===== config.mk =====
export PLATFORM = sky130hd
export DESIGN_NAME = wdk_watchdog
export DESIGN_NICKNAME = d
export VERILOG_FILES = /design/src/hdl/wdk_pkg.sv /design/src/hdl/wdk_watchdog.sv
export VERILOG_INCLUDE_DIRS = /design/src /design/src/hdl
export SDC_FILE = /design/constraint.sdc
export NUM_CORES = 1
export LEC_CHECK = 0
export BUFFER_PORTS_ARGS = -buffer_cell sky130_fd_sc_hd__buf_4
export CORE_MARGIN = 2
export CORE_UTILIZATION = 56
export CTS_BUF_LIST = sky130_fd_sc_hd__clkbuf_8
export CTS_CLUSTER_SIZE = 12
export DETAILED_ROUTE_END_ITERATION = 10
export PLACE_DENSITY_LB_ADDON = 0.05
export RECOVER_POWER = 100
export SLEW_MARGIN = 25
export SYNTH_ARGS = -nofsm -noshare
export SYNTH_HDL_FRONTEND = slang
export SYNTH_SLANG_ARGS = --single-unit

===== constraint.sdc =====
create_clock -name MCLK -period 2.77 [get_ports MCLK]
set_clock_uncertainty 0.15 [all_clocks]
set_input_delay 0.277 -clock MCLK [delete_from_list [all_inputs] [get_ports MCLK]]
set_output_delay 0.277 -clock MCLK [all_outputs]
set_load 0.005 [all_outputs]

===== src/hdl/wdk_map.svh =====
`ifndef WDK_MAP_SVH
`define WDK_MAP_SVH

// ---------------------------------------------------------------------------
// Register offsets (byte addresses)
// ---------------------------------------------------------------------------
`define WDK_RELOAD_OFF     12'h000
`define WDK_CONTROL_OFF    12'h004
`define WDK_REFRESH_OFF    12'h008
`define WDK_COUNT_OFF      12'h00c
`define WDK_IRQ_STAT_OFF   12'h010
`define WDK_IRQ_MASK_OFF   12'h014
`define WDK_RESET_STAT_OFF 12'h018

// ---------------------------------------------------------------------------
// Control field positions and reset values
// ---------------------------------------------------------------------------
`define WDK_CTL_ON_BIT       0
`define WDK_CTL_SLEEP_BIT    2
`define WDK_CTL_WEEK_BIT     3
`define WDK_CTL_DEBUG_BIT    4
`define WDK_CTL_RESET        8'h00
`define WDK_RELOAD_RESET     16'hffff
`define WDK_COUNT_RESET      16'hffff

// ---------------------------------------------------------------------------
// Interrupt status bits
// ---------------------------------------------------------------------------
`define WDK_IRQ_EXPIRE_BIT   0
`define WDK_IRQ_REFRESH_BIT  1

// ---------------------------------------------------------------------------
// Timing: the slow tick arrives as a one-cycle pulse of the 32 kHz clock.
// ---------------------------------------------------------------------------
`define WDK_TICKS_PER_STEP   6'd33

`endif


===== src/hdl/wdk_pkg.sv =====
package wdk_pkg;

  typedef struct packed {
    logic        psel;
    logic        penable;
    logic        pwrite;
    logic [11:0] paddr;
    logic [31:0] pwdata;
  } wdk_apb_req_type;

  typedef struct packed {
    logic debug_active;
    logic week_active;
    logic sleep0_active;
  } wdk_hold_src_type;

endpackage


===== src/hdl/wdk_watchdog.sv =====
`timescale 1ns/1ns

`include "wdk_map.svh"

module wdk_watchdog
  import wdk_pkg::*;
(
  // Clock and reset
  input  wire logic        MCLK,
  input  wire logic        RST,
  // APB slave
  input  wire logic        PSEL,
  input  wire logic        PENABLE,
  input  wire logic        PWRITE,
  input  wire logic [11:0] PADDR,
  input  wire logic [31:0] PWDATA,
  output logic      [31:0] PRDATA,
  output logic             PREADY,
  output logic             PSLVERR,
  // Slow time base and hold sources
  input  wire logic        TICK_32K,
  input  wire logic        DEBUG_ACTIVE,
  input  wire logic        WEEK_ACTIVE,
  input  wire logic        SLEEP0_ACTIVE,
  // Events
  output logic             EXPIRE_PULSE,
  output logic             IRQ
);

  // -------------------------------------------------------------------------
  // Bus decode
  // -------------------------------------------------------------------------
  wdk_apb_req_type  req;
  wdk_hold_src_type hold_src;
  logic             access;
  logic             wr_en;
  logic             mapped;
  logic             setup;
  logic             sel_reload;
  logic             sel_control;
  logic             sel_refresh;
  logic             sel_count;
  logic             sel_irq_stat;
  logic             sel_irq_mask;
  logic             sel_reset_stat;

  assign req      = '{psel: PSEL, penable: PENABLE, pwrite: PWRITE, paddr: PADDR,
                      pwdata: PWDATA};
  assign hold_src = '{debug_active: DEBUG_ACTIVE, week_active: WEEK_ACTIVE,
                      sleep0_active: SLEEP0_ACTIVE};

  function automatic logic hit(input logic [11:0] addr, input logic [11:0] off);
    hit = (addr == off);
  endfunction

  // Zero-wait-state slave: PREADY is raised from the setup cycle, so it stands in
  // the first access cycle and every write lands at the edge that completes it.
  assign setup  = req.psel && !req.penable;
  assign access = req.psel && req.penable && PREADY;
  assign wr_en  = access && req.pwrite;

  // -------------------------------------------------------------------------
  // Address decode
  // -------------------------------------------------------------------------
  assign sel_reload     = hit(req.paddr, `WDK_RELOAD_OFF);
  assign sel_control    = hit(req.paddr, `WDK_CONTROL_OFF);
  assign sel_refresh    = hit(req.paddr, `WDK_REFRESH_OFF);
  assign sel_count      = hit(req.paddr, `WDK_COUNT_OFF);
  assign sel_irq_stat   = hit(req.paddr, `WDK_IRQ_STAT_OFF);
  assign sel_irq_mask   = hit(req.paddr, `WDK_IRQ_MASK_OFF);
  assign sel_reset_stat = hit(req.paddr, `WDK_RESET_STAT_OFF);
  // Unmapped offsets answer with an error, read as zero and store nothing.
  assign mapped = sel_reload || sel_control || sel_refresh || sel_count ||
                  sel_irq_stat || sel_irq_mask || sel_reset_stat;

  // -------------------------------------------------------------------------
  // Registers
  // -------------------------------------------------------------------------
  logic [7:0]  control_reg;
  logic [15:0] reload_value_reg;
  logic [15:0] current_tally_reg;
  logic [5:0]  tick_cnt_reg;
  logic [1:0]  irq_stat_reg;
  logic [1:0]  irq_mask_reg;
  logic        reset_flag_reg;
  logic        watchdog_on;
  logic        held;
  logic        step;
  logic        underflow;
  logic        reload_wr;
  logic        refresh_wr;
  logic [1:0]  irq_set;
  logic [1:0]  irq_stat_next;
  logic [2:0]  hold_en;
  logic [2:0]  hold_bits;
  logic [2:0]  hold_hit;
  logic [15:0] tally_next;
  logic [31:0] read_next;

  assign watchdog_on = control_reg[`WDK_CTL_ON_BIT];
  assign reload_wr  = wr_en && sel_reload;
  assign refresh_wr = wr_en && sel_refresh && watchdog_on;
  assign step       = watchdog_on && !held && TICK_32K &&
                      (tick_cnt_reg == `WDK_TICKS_PER_STEP - 6'd1);
  // A reload or refresh in the cycle of the final step wins, so no expiry follows.
  assign underflow  = step && (current_tally_reg == 16'h0000) && !reload_wr && !refresh_wr;
  assign irq_set    = {refresh_wr, underflow};

  // -------------------------------------------------------------------------
  // Hold sources
  // -------------------------------------------------------------------------
  assign hold_en   = control_reg[`WDK_CTL_SLEEP_BIT +: 3];
  assign hold_bits = hold_src;
  // Bit order matches the enable field: sleep timer lowest, debug highest.
  for (genvar i = 0; i < 3; i++) begin : g_hold
    assign hold_hit[i] = hold_en[i] && hold_bits[i];
  end
  assign held = |hold_hit;

  // -------------------------------------------------------------------------
  // Control and reload registers
  // -------------------------------------------------------------------------

  always_ff @(posedge MCLK or posedge RST) begin
    if (RST) begin
      control_reg <= `WDK_CTL_RESET;
    end else if (wr_en && hit(req.paddr, `WDK_CONTROL_OFF)) begin
      // Bit 1 is a test bit that reads zero; bits 7:5 are reserved.
      control_reg <= {3'h0, req.pwdata[4:2], 1'b0, req.pwdata[0]};
    end
  end

  always_ff @(posedge MCLK or posedge RST) begin
    if (RST) begin
      reload_value_reg <= `WDK_RELOAD_RESET;
    end else if (reload_wr) begin
      reload_value_reg <= req.pwdata[15:0];
    end
  end

  // -------------------------------------------------------------------------
  // Prescaler
  // -------------------------------------------------------------------------
  // The prescaler only advances while counting, so a hold freezes the
  // partial tick as well and the count resumes exactly where it stopped.
  always_ff @(posedge MCLK or posedge RST) begin
    if (RST) begin
      tick_cnt_reg <= 6'h00;
    end else if (reload_wr || refresh_wr || !watchdog_on) begin
      tick_cnt_reg <= 6'h00;
    end else if (TICK_32K && !held) begin
      if (tick_cnt_reg == `WDK_TICKS_PER_STEP - 6'd1) begin
        tick_cnt_reg <= 6'h00;
      end else begin
        tick_cnt_reg <= tick_cnt_reg + 6'd1;
      end
    end
  end

  // -------------------------------------------------------------------------
  // Countdown
  // -------------------------------------------------------------------------
  // After an underflow the countdown restarts from the reload value and keeps
  // running, so a stuck program sees an expiry every interval, not just once.
  always_comb begin
    tally_next = current_tally_reg;
    if (reload_wr) begin
      tally_next = req.pwdata[15:0];
    end else if (refresh_wr) begin
      tally_next = reload_value_reg;
    end else if (underflow) begin
      tally_next = reload_value_reg;
    end else if (step) begin
      tally_next = current_tally_reg - 16'd1;
    end
  end

  // With no step taken the value simply stands, which is how a hold resumes.
  always_ff @(posedge MCLK or posedge RST) begin
    if (RST) begin
      current_tally_reg <= `WDK_COUNT_RESET;
    end else begin
      current_tally_reg <= tally_next;
    end
  end

  // -------------------------------------------------------------------------
  // Expiry and reset status
  // -------------------------------------------------------------------------

  always_ff @(posedge MCLK or posedge RST) begin
    if (RST) begin
      EXPIRE_PULSE <= 1'b0;
    end else begin
      EXPIRE_PULSE <= underflow;
    end
  end

  // Set wins over a write-one clear in the same cycle.
  always_ff @(posedge MCLK or posedge RST) begin
    if (RST) begin
      reset_flag_reg <= 1'b0;
    end else if (underflow) begin
      reset_flag_reg <= 1'b1;
    end else if (wr_en && hit(req.paddr, `WDK_RESET_STAT_OFF) && req.pwdata[0]) begin
      reset_flag_reg <= 1'b0;
    end
  end

  // -------------------------------------------------------------------------
  // Interrupts
  // -------------------------------------------------------------------------
  // A new event in the same cycle as its write-one clear keeps the bit set.
  always_comb begin
    irq_stat_next = irq_stat_reg | irq_set;
    if (wr_en && sel_irq_stat) begin
      irq_stat_next = (irq_stat_reg & ~req.pwdata[1:0]) | irq_set;
    end
  end

  always_ff @(posedge MCLK or posedge RST) begin
    if (RST) begin
      irq_stat_reg <= 2'h0;
    end else begin
      irq_stat_reg <= irq_stat_next;
    end
  end

  always_ff @(posedge MCLK or posedge RST) begin
    if (RST) begin
      irq_mask_reg <= 2'h0;
    end else if (wr_en && hit(req.paddr, `WDK_IRQ_MASK_OFF)) begin
      irq_mask_reg <= req.pwdata[1:0];
    end
  end

  always_ff @(posedge MCLK or posedge RST) begin
    if (RST) begin
      IRQ <= 1'b0;
    end else begin
      IRQ <= |(irq_stat_next & irq_mask_reg);
    end
  end

  // -------------------------------------------------------------------------
  // Read path and handshake
  // -------------------------------------------------------------------------
  // One answer per transfer: PREADY stands for exactly the first access cycle.
  always_ff @(posedge MCLK or posedge RST) begin
    if (RST) begin
      PREADY <= 1'b0;
    end else begin
      PREADY <= setup;
    end
  end

  always_ff @(posedge MCLK or posedge RST) begin
    if (RST) begin
      PSLVERR <= 1'b0;
    end else begin
      PSLVERR <= setup && !mapped;
    end
  end

  // Read data is taken at the end of the setup cycle; reads have no side
  // effects, so sampling one cycle ahead of completion is harmless.
  always_comb begin
    read_next = 32'h0000_0000;
    if (setup && !req.pwrite) begin
      unique case (1'b1)
        sel_reload:     read_next = {16'h0000, reload_value_reg};
        sel_control:    read_next = {24'h000000, control_reg};
        sel_count:      read_next = {16'h0000, current_tally_reg};
        sel_irq_stat:   read_next = {30'h0, irq_stat_reg};
        sel_irq_mask:   read_next = {30'h0, irq_mask_reg};
        sel_reset_stat: read_next = {31'h0, reset_flag_reg};
        default:        read_next = 32'h0000_0000;
      endcase
    end
  end

  // Outside the answer cycle the read bus rests at zero.
  always_ff @(posedge MCLK or posedge RST) begin
    if (RST) begin
      PRDATA <= 32'h0000_0000;
    end else begin
      PRDATA <= read_next;
    end
  end

endmodule // wdk_watchdog


* Word level (Yosys, flattened, before mapping)
Cells that the tools add are included.
Operators by class: $add $sub $neg 2, equality and inequality tests 7, multiplexer cells 12, bitwise gates (word level) 5, reduce and logical (&&, ||, !) cells 46
Operators with widths (count):
- 16-bit one-hot mux with 6 select lines | 1
- 16-bit 2-to-1 mux | 5
- 12-bit by 5-bit == test with 1-bit output, second input constant | 3
- 12-bit by 4-bit == test with 1-bit output, second input constant | 2
- 1-bit logical AND | 24
- 6-bit 2-to-1 mux | 3
- 16-bit logical NOT | 1
- 16-bit by 1-bit subtractor with 16-bit output, second input constant | 1
- 12-bit by 3-bit == test with 1-bit output, second input constant | 1
- 12-bit logical NOT | 1
- 1-bit logical OR | 8
- 1-bit logical NOT | 7
- 6-bit by 1-bit adder with 6-bit output, second input constant | 1
- 6-bit == test, second input constant | 1
- 2-bit bitwise AND | 2
- 2-bit bitwise OR | 2
- 2-bit nonzero test | 2
- 4-bit nonzero test | 1
- 3-bit OR reduction | 1
- 1-bit 2-to-1 mux | 2
- 2-bit 2-to-1 mux | 1
- 2-bit inverter | 1
- 2-bit OR reduction | 1
Storage, ports and cells: register bits after elaboration 83, bits of input ports 53, output and inout bits 36, word-level logic and storage cells 84

* Longest topological paths before layout
Gate-level depths: netlist (run 1).
depth after elaboration 13, gate-level depth with buffers 9, gate-level depth less buffers 8

* Least setup slack after synthesis (run 1)
Ideal clock, no wire load.
kind register to register, from register current_tally_reg[0], to register current_tally_reg[12], setup time 0.077 ns, arrival time 1.913 ns, required time 2.543 ns, path slack 0.629 ns, cell stages (with the launch flop) 9, buffers on the path 0, period minus slack after synthesis 2.141 ns, cells stage by stage dfstp_2 -> inv_1 -> ha_1 -> or4b_4 -> nor3_2 -> nor3b_2 -> a311o_1 -> o221ai_1 -> o21a_1
On the way: word-level cells in the longest chain between the ends 7, elaborated cells on any way between the ends 10, those cells by class 1 x add/sub; 4 x mux; 5 x reduce/logical
RTL lines:
- start, declared | RTL line wdk_watchdog.sv:81 | logic [15:0] current_tally_reg;
- start signal, assigned | RTL line wdk_watchdog.sv:181 | current_tally_reg <= `WDK_COUNT_RESET;
- start signal, assigned | RTL line wdk_watchdog.sv:183 | current_tally_reg <= tally_next;
- branches (longest 7 deep; another with 16-bit by 1-bit subtractor with 16-bit output)
Several ways; the timed one is not identified. The select of a mux whose other input is x is not followed. A chain may end at the register's enable or synchronous reset.

* Worst setup path in the final report (run 1)
from register tick_cnt_reg[0], to register current_tally_reg[6]
On the way: word-level cells in the longest chain between the ends 8, elaborated cells on any way between the ends 9, those cells by class 1 x eq/ne; 3 x mux; 5 x reduce/logical
RTL lines:
- start, declared | RTL line wdk_watchdog.sv:82 | logic [5:0] tick_cnt_reg;
- start signal, assigned | RTL line wdk_watchdog.sv:155 | tick_cnt_reg <= tick_cnt_reg + 6'd1;
- 6-bit == test (*) | RTL line wdk_watchdog.sv:104 | (tick_cnt_reg == `WDK_TICKS_PER_STEP - 6'd1);
- 1-bit logical AND (*) | RTL line wdk_watchdog.sv:103 | assign step = watchdog_on && !held && TICK_32K &&
- 1-bit logical AND (3 in a row) | RTL line wdk_watchdog.sv:106 | assign underflow = step && (current_tally_reg == 16'h0000) && !reload_wr && !refresh_wr;
- 16-bit 2-to-1 mux | RTL line wdk_watchdog.sv:171 | end else if (underflow) begin
- 16-bit 2-to-1 mux | RTL line wdk_watchdog.sv:169 | end else if (refresh_wr) begin
- 16-bit 2-to-1 mux | RTL line wdk_watchdog.sv:167 | if (reload_wr) begin
Mark *: on every way between the ends. The rest lies on a longest branch, timed or not.

==> results of run 1 <==
-- cells by family (layout without fill, tap and decap cells) --
kind of cell / after synthesis / count (layout) / synth area share
buffers and inverters: 45 / 100 / 0.0686
adders and majority gates: 4 / 4 / 0.0130
other: 1 / 16 / 0.000974
DFF: 67 / 67 / 0.446
and+or+nand+nor: 181 / 181 / 0.247
muxes: 16 / 16 / 0.0455
AOI/OAI and AO/OA: 88 / 88 / 0.158
xor gates and xnor gates: 9 / 9 / 0.0205
-- worst min-delay path by stage --
stage               slack [ns]                               end                        startpoint  depth (start not counted)
global route              0.02   reload_value_reg[8]$_DFFE_PP1P_                         PWDATA[8]                          3
finish                  -0.004   reload_value_reg[8]$_DFFE_PP1P_                         PWDATA[8]                          3
CTS                    0.00002   reload_value_reg[8]$_DFFE_PP1P_                         PWDATA[8]                          3
floorplan                 0.21  reload_value_reg[14]$_DFFE_PP1P_                        PWDATA[14]                          2
global placement          0.31  reload_value_reg[14]$_DFFE_PP1P_  reload_value_reg[14]$_DFFE_PP1P_                          2
detailed placement        0.31  reload_value_reg[10]$_DFFE_PP1P_  reload_value_reg[10]$_DFFE_PP1P_                          2
-- stage by stage --
stage	worst slack [ns]	total power [mW]
floorplan	0.629	3.08
global placement	0.340	3.54
detailed placement	0.303	3.59
CTS	0.271	4.42
global route	0.0336	4.69
finish	0.222	4.40
-- worst max-delay path, stage by stage, from the launching register on --
cell and delay (ns):
dfrtp_1 0.43, inv_1 0.08, ha_1 0.15, and4bb_2 0.26, nand4_1 0.30, or2_0 0.38
o21ai_0 0.41, a211oi_1 0.14, o21ai_0 0.16
-- routing by layer --
layer  part of all wire  track usage
met5                  0            0
met3              0.064       0.0502
met4              0.021        0.108
met1               0.44        0.397
met2               0.47        0.440
-- synthesized netlist by cell type, drive strengths merged (4+ instances only) --
library cell / count
a21boi: 4
a21o: 4
a21oi: 9
a22oi: 17
a31oi: 4
and3: 5
buf: 28
clkbuf: 9
dfrtp: 35
dfstp: 32
ha: 4
inv: 8
mux2: 12
mux2i: 4
nand2: 64
nand3: 8
nand4: 8
nor2: 48
nor2b: 6
nor3: 9
nor4: 10
nor4b: 4
o211ai: 5
o21ai: 22
or2: 4
xor2: 6
-- repair_timing --
action,4_1_cts,5_1_grt
hold buffers,7,0
endpoints found under the setup margin,0,0
endpoints found under the hold margin,25,0
-- power by group --
group	internal [mW]	total [mW]	switching [mW]
registers	1.15	1.38	0.224
logic	1.05	2.21	1.16
clock network	0.432	0.813	0.381
total	2.64	4.40	1.76
-- cell type report --
class,count,area [um2],area share
multi-input cells,314,1910,0.424
flip-flops and latches,67,1720,0.380
repair buffers,76,559,0.124
clock buffers,10,138,0.0305
well taps,80,100,0.0222
clock inverters,6,57.6,0.0127
inverters,8,30.0,0.00665
==> summary.txt, run 1 <==
Outcome
  • Outcome: finished, violations left
  • Violated checks: negative hold slack

Yosys
  • Unique cell type count in the Yosys netlist: 70
  • Synth Warn #: 0
  • Ys async rst share: 1.00
  • Sequential-to-total area share from yosys stat: 0.446
  • Synth top area cells: dfrtp_1 23%, dfstp_2 22%, nand2_1 6.2%
  • Number of flops mapped to enable cells by yosys: 0
  • Mean Syn Cell Area: around 9.4 um2
  • Main synth FF type: dfrtp_1
  • Area leader, netlist: dfrtp_1
  • Synthesized area: 3850 um2
  • Cells after synthesis: 411
  • Share of the synthesized area in the top cell type: 0.227
  • Post-synthesis sequential element count: 67

Timing
  • WHS: -0.00376 ns
  • Fmax: 393 MHz
  • RSZ-0062 raised after global routing: false
  • Final Hold Violating Endpoints: 1
  • Fin. max-slew vios: 0
  • Worst-Margin Slew: 1.36 ns
  • Relative slew slack: 0.0912
  • Setup tns final: 0 ns
  • Period minus WS final: 2.55 ns
  • Final cycle utilization of the critical path: 0.920
  • Final setup vio count: 0

Power
  • Pleak: 2.06 nW
  • Pwr dens: 975 nW/um2
  • Max VDD drop: 0.714 mV

Floorplanning
  • Core area: 6720 um2
  • Num rows: 30
  • Die Ht: slightly below 90 um
  • Full die area: 7550 um2
  • IO Pins: slightly below 90
  • Die W: roughly 87 um
  • Initial core utilization: 0.573

Drt
  • Detail Route Antenna Nets: 0
  • First-pass DRT Iterations: 5
  • Wire length per cell: 18.0 um
  • Initial DRC count: 166
  • Routed vias/inst: 6.03
  • DRC viols: 0
  • Total length of routed wires: 10.1 mm
  • Vias: 3381

Global routing
  • Gr usage total: 0.284
  • First-pass GRT wire length: 16.4 mm
  • Vias in the first global route: 3237
  • Total global routing overflow: 0
  • Largest net degree at the start of global routing: 38
  • Initial antenna violation count: 0

Place
  • DP Area: 4300 um2
  • Detailed-placement wirelength estimate: just over 7 mm
  • Routability congestion estimate: roughly 0.93
  • DP Cell Count: between 500 and 600
  • Port Buffers: 56

Final layout
  • Final core occ: 0.672
  • Fin area: 4520 um2
  • Commonest cells after routing, fill and taps aside: 64 x nand2_1, 47 x nor2_1, 39 x buf_4
  • Layout cell share with drive strength beyond 1: 0.268
  • Number of diodes: 0
  • Commonest non-fill, non-tap cell in the layout: nand2_1
  • Fill cells: 563
  • Layout Nets: 533
  • Post-synthesis to final-layout area growth: 17.3%
  • Non-Filler Instances: 561

CTS
  • # Post-CTS Setup Buffers: 0
  • Worst-Skew Late Latency: approximately 0.35 ns
  • CTS tree: done
  • CTS clock-pin slew for the worst setup and hold paths: 0.07 ns
  • H-tree depth: 3
  • PostCTS Resize Cnt: 0
  • CTS Buffer Depth: 2
  • CTS buffer count: 9
  • Root Buffer: clkbuf_8
  • Clk sinks: 67

Critical path
  • Crit. End Element: flip-flop
  • Reg-to-Reg Start: tick_cnt_reg[0]$_DFFE_PP0P_
  • Worst endpoint required time: 2.89 ns
  • Startpoint types: flip-flop
  • Worst Setup EP: current_tally_reg[6]$_DFFE_PP1P_
  • Worst Path Arrival: 2.67 ns
  • Crit Path Max Fanout: 7
  • Reg2Reg Depth: 8
  • CP startpoint: tick_cnt_reg[0]$_DFFE_PP0P_
  • R2R Path End: current_tally_reg[6]$_DFFE_PP1P_
  • Kind of critical path: reg2reg
  • R2R setup slack: roughly 0.22 ns

Run
  • Max Cap Viol: 0

Hold path
  • Min-Delay Path Class: in2reg
No activity file was read; power rests on OpenSTA's default activity.
==> run 2, diff against run 1 <==
--- a/config.mk
+++ b/config.mk
@@ -9,7 +9,7 @@
 export BUFFER_PORTS_ARGS = -buffer_cell sky130_fd_sc_hd__buf_4
 export CORE_MARGIN = 2
 export CORE_UTILIZATION = 56
-export CTS_BUF_LIST = sky130_fd_sc_hd__clkbuf_8
+export CTS_BUF_LIST = sky130_fd_sc_hd__clkbuf_4 sky130_fd_sc_hd__clkbuf_8
 export CTS_CLUSTER_SIZE = 12
 export DETAILED_ROUTE_END_ITERATION = 10
 export PLACE_DENSITY_LB_ADDON = 0.05
==> run 2 against run 1 <==
  * Die area did not move
  * The flow still finishes with violations (negative hold slack)
  * Sequential power about the same
  * Cell count unchanged
  * Highest routed layer unchanged
  * Critical path type unchanged
  * Critical endpoint unchanged
  * Via count shrank 0.92%
  * Power increased by 0.40%
  * Combinational power is essentially flat
  * Fmax shrank 0.44%
==> summary.txt, run 2 (same netlist as run 1, synthesis figures left out) <==
Outcome
  • Outcome: finished, violations left
  • Violated checks: negative hold slack

Drt
  • Routed vias/inst: 5.97 (-0.92%)
  • Total length of routed wires: 10.1 mm (about the same)
  • Vias: 3350 (-0.92%)
  • Detail Route Antenna Nets: 0 (unchanged)
  • Wire length per cell: 18.0 um (about the same)
  • First-pass DRT Iterations: 5 (unchanged)
  • DRC viols: 0 (unchanged)
  • Initial DRC count: 166 (unchanged)

Place
  • Detailed-placement wirelength estimate: 7.24 mm (unchanged)
  • Port Buffers: 56 (unchanged)
  • DP Cell Count: 538 (unchanged)
  • Routability congestion estimate: 0.930 (unchanged)
  • DP Area: 4300 um2 (unchanged)

Timing
  • Final setup vio count: 0 (unchanged)
  • Period minus WS final: 2.56 ns (+0.0113 ns)
  • Relative slew slack: 0.0898 (-0.00139)
  • Final cycle utilization of the critical path: 0.924 (+0.00409)
  • Worst-Margin Slew: 1.36 ns (+0.00208 ns)
  • RSZ-0062 raised after global routing: false
  • Final Hold Violating Endpoints: 1 (unchanged)
  • Setup tns final: 0 ns (unchanged)
  • WHS: -0.00221 ns (+0.00154 ns)
  • Fin. max-slew vios: 0 (unchanged)
  • Fmax: 391 MHz (-0.44%)

CTS
  • Worst-Skew Late Latency: 0.35 ns (about the same)
  • # Post-CTS Setup Buffers: 0 (unchanged)
  • CTS clock-pin slew for the worst setup and hold paths: 0.07 ns (about the same)
  • H-tree depth: 3 (unchanged)
  • CTS tree: done
  • CTS buffer count: 9 (unchanged)
  • CTS Buffer Depth: 2 (unchanged)
  • Root Buffer: clkbuf_8
  • PostCTS Resize Cnt: 0 (unchanged)
  • Clk sinks: 67 (unchanged)

Final layout
  • Post-synthesis to final-layout area growth: 17.5%
  • Layout Nets: 533 (unchanged)
  • Final core occ: 0.673 (+0.00112)
  • Fin area: 4520 um2 (+0.17%)
  • Number of diodes: 0 (unchanged)
  • Layout cell share with drive strength beyond 1: 0.272 (+0.00416)
  • Commonest cells after routing, fill and taps aside: 64 x nand2_1, 47 x nor2_1, 39 x buf_4
  • Commonest non-fill, non-tap cell in the layout: nand2_1
  • Fill cells: 562 (-0.18%)
  • Non-Filler Instances: 561 (unchanged)

Critical path
  • Crit Path Max Fanout: 7 (unchanged)
  • Most used cell, CP: o21ai_0
  • Kind of critical path: reg2reg
  • Worst Path Arrival: 2.68 ns (about the same)
  • Sequence of cells on the critical path: a22oi_1 -> nand4_1 -> or2_0 -> o21ai_0 -> a211oi_1 -> o21ai_0
  • Startpoint types: flip-flop
  • Slowest cell on the critical path: a22oi_1
  • Worst endpoint required time: 2.89 ns (about the same)
  • Max incr delay on CP: 0.45 ns (+0.02 ns)
  • Crit. End Element: flip-flop
  • Reg2Reg Depth: 6 (-2)

Power
  • Sw Ratio: 0.397 (-0.00369)
  • Clk pwr share: 0.189 (+0.004)
  • Int Pwr: 2.67 mW (+1.0%)
  • Pwr dens: 978 nW/um2 (+0.23%)
  • Reg power frac: 0.311 (-0.002)
  • Psw: 1.76 mW (-0.53%)
  • Pleak: 2.06 nW (about the same)
  • Power share of the combinational group: 0.500 (-0.003)
  • Max VDD drop: 0.712 mV (-0.28%)
  • Power Total: 4.42 mW (+0.40%)

Run
  • Max Cap Viol: 0 (unchanged)

Global routing
  • Total global routing overflow: 0 (unchanged)
  • First-pass GRT wire length: 16.4 mm (unchanged)
  • Largest net degree at the start of global routing: 38 (unchanged)
  • Initial antenna violation count: 0 (unchanged)
  • Gr usage total: 0.284 (unchanged)
  • Vias in the first global route: 3237 (unchanged)

Floorplanning
  • Num rows: 30 (unchanged)
  • Die Ht: 86.9 um (unchanged)
  • Full die area: 7550 um2 (unchanged)
  • IO Pins: 89 (unchanged)
  • Core area: 6720 um2 (unchanged)
  • Initial core utilization: 0.573 (unchanged)
  • Die W: 86.9 um (unchanged)

Hold path
  • Min-Delay Path Class: in2reg
  • WHS Path Cells: 3 (unchanged)
run 2: final cells by class:
| class | instances | area [um2] | area share |
|---|---|---|---|
| Clock buffer | 12 | 153 | 0.0337 |
| Sequential cell | 67 | 1720 | 0.380 |
| Tap cell | 80 | 100 | 0.0221 |
| Timing Repair Buffer | 76 | 559 | 0.124 |
| Clock inverter | 4 | 50.0 | 0.0111 |
| Inverter | 8 | 30.0 | 0.00664 |
| Multi-Input combinational cell | 314 | 1910 | 0.423 |
run 2: what timing repair did:
item,4_1_cts,5_1_grt
setup endpoints to repair,0,0
hold buffers,7,0
hold endpoints to repair,25,0
run 2: power by group through the flow:
stage / logic, mW / clock network (mW) / registers, mW
2_1_floorplan: 1.81 / 0 / 1.27
3_3_place_gp: 2.17 / 0 / 1.38
3_5_place_dp: 2.20 / 0 / 1.39
4_1_cts: 2.23 / 0.848 / 1.37
5_1_grt: 2.42 / 0.887 / 1.40
6_report: 2.21 / 0.838 / 1.38
run 2: worst max-delay path: cells and delay by family (launching register included):
family | cells | cell delay [ns]
DFF | 1 | 0.40
AOI/OAI and AO/OA | 4 | 1.15
and+or+nand+nor | 2 | 0.79
run 2: metrics by stage:
stage / worst slack, ns / hold slack [ns]
floorplan: 0.629 / 0.210
global placement: 0.340 / 0.309
detailed placement: 0.303 / 0.314
CTS: 0.272 / 0.0000220
global route: 0.0333 / 0.0160
finish: 0.211 / -0.00221
run 2: final timing paths:
path	from	endpoint	slack, ns
min reg2reg	reload_value_reg[9]$_DFFE_PP1P_	reload_value_reg[9]$_DFFE_PP1P_	0.32
min in group asynchronous	RST	tick_cnt_reg[2]$_DFFE_PP0P_	0.73
max	control_reg[2]$_DFFE_PP0P_	current_tally_reg[6]$_DFFE_PP1P_	0.21
max reg2reg	control_reg[2]$_DFFE_PP0P_	current_tally_reg[6]$_DFFE_PP1P_	0.21
max in group asynchronous	RST	control_reg[4]$_DFFE_PP0P_	0.45
min	PWDATA[8]	reload_value_reg[8]$_DFFE_PP1P_	-0.002
run 2: metal layers:
| metal | wire [um] | vias to the layer above | track usage |
|---|---|---|---|
| met3 | 620 | 15 | 0.0502 |
| li1 | - | 1572 | - |
| met4 | 209 | 0 | 0.108 |
| met2 | 4780 | 114 | 0.440 |
| met1 | 4460 | 1649 | 0.397 |
| met5 | 0 | - | 0 |
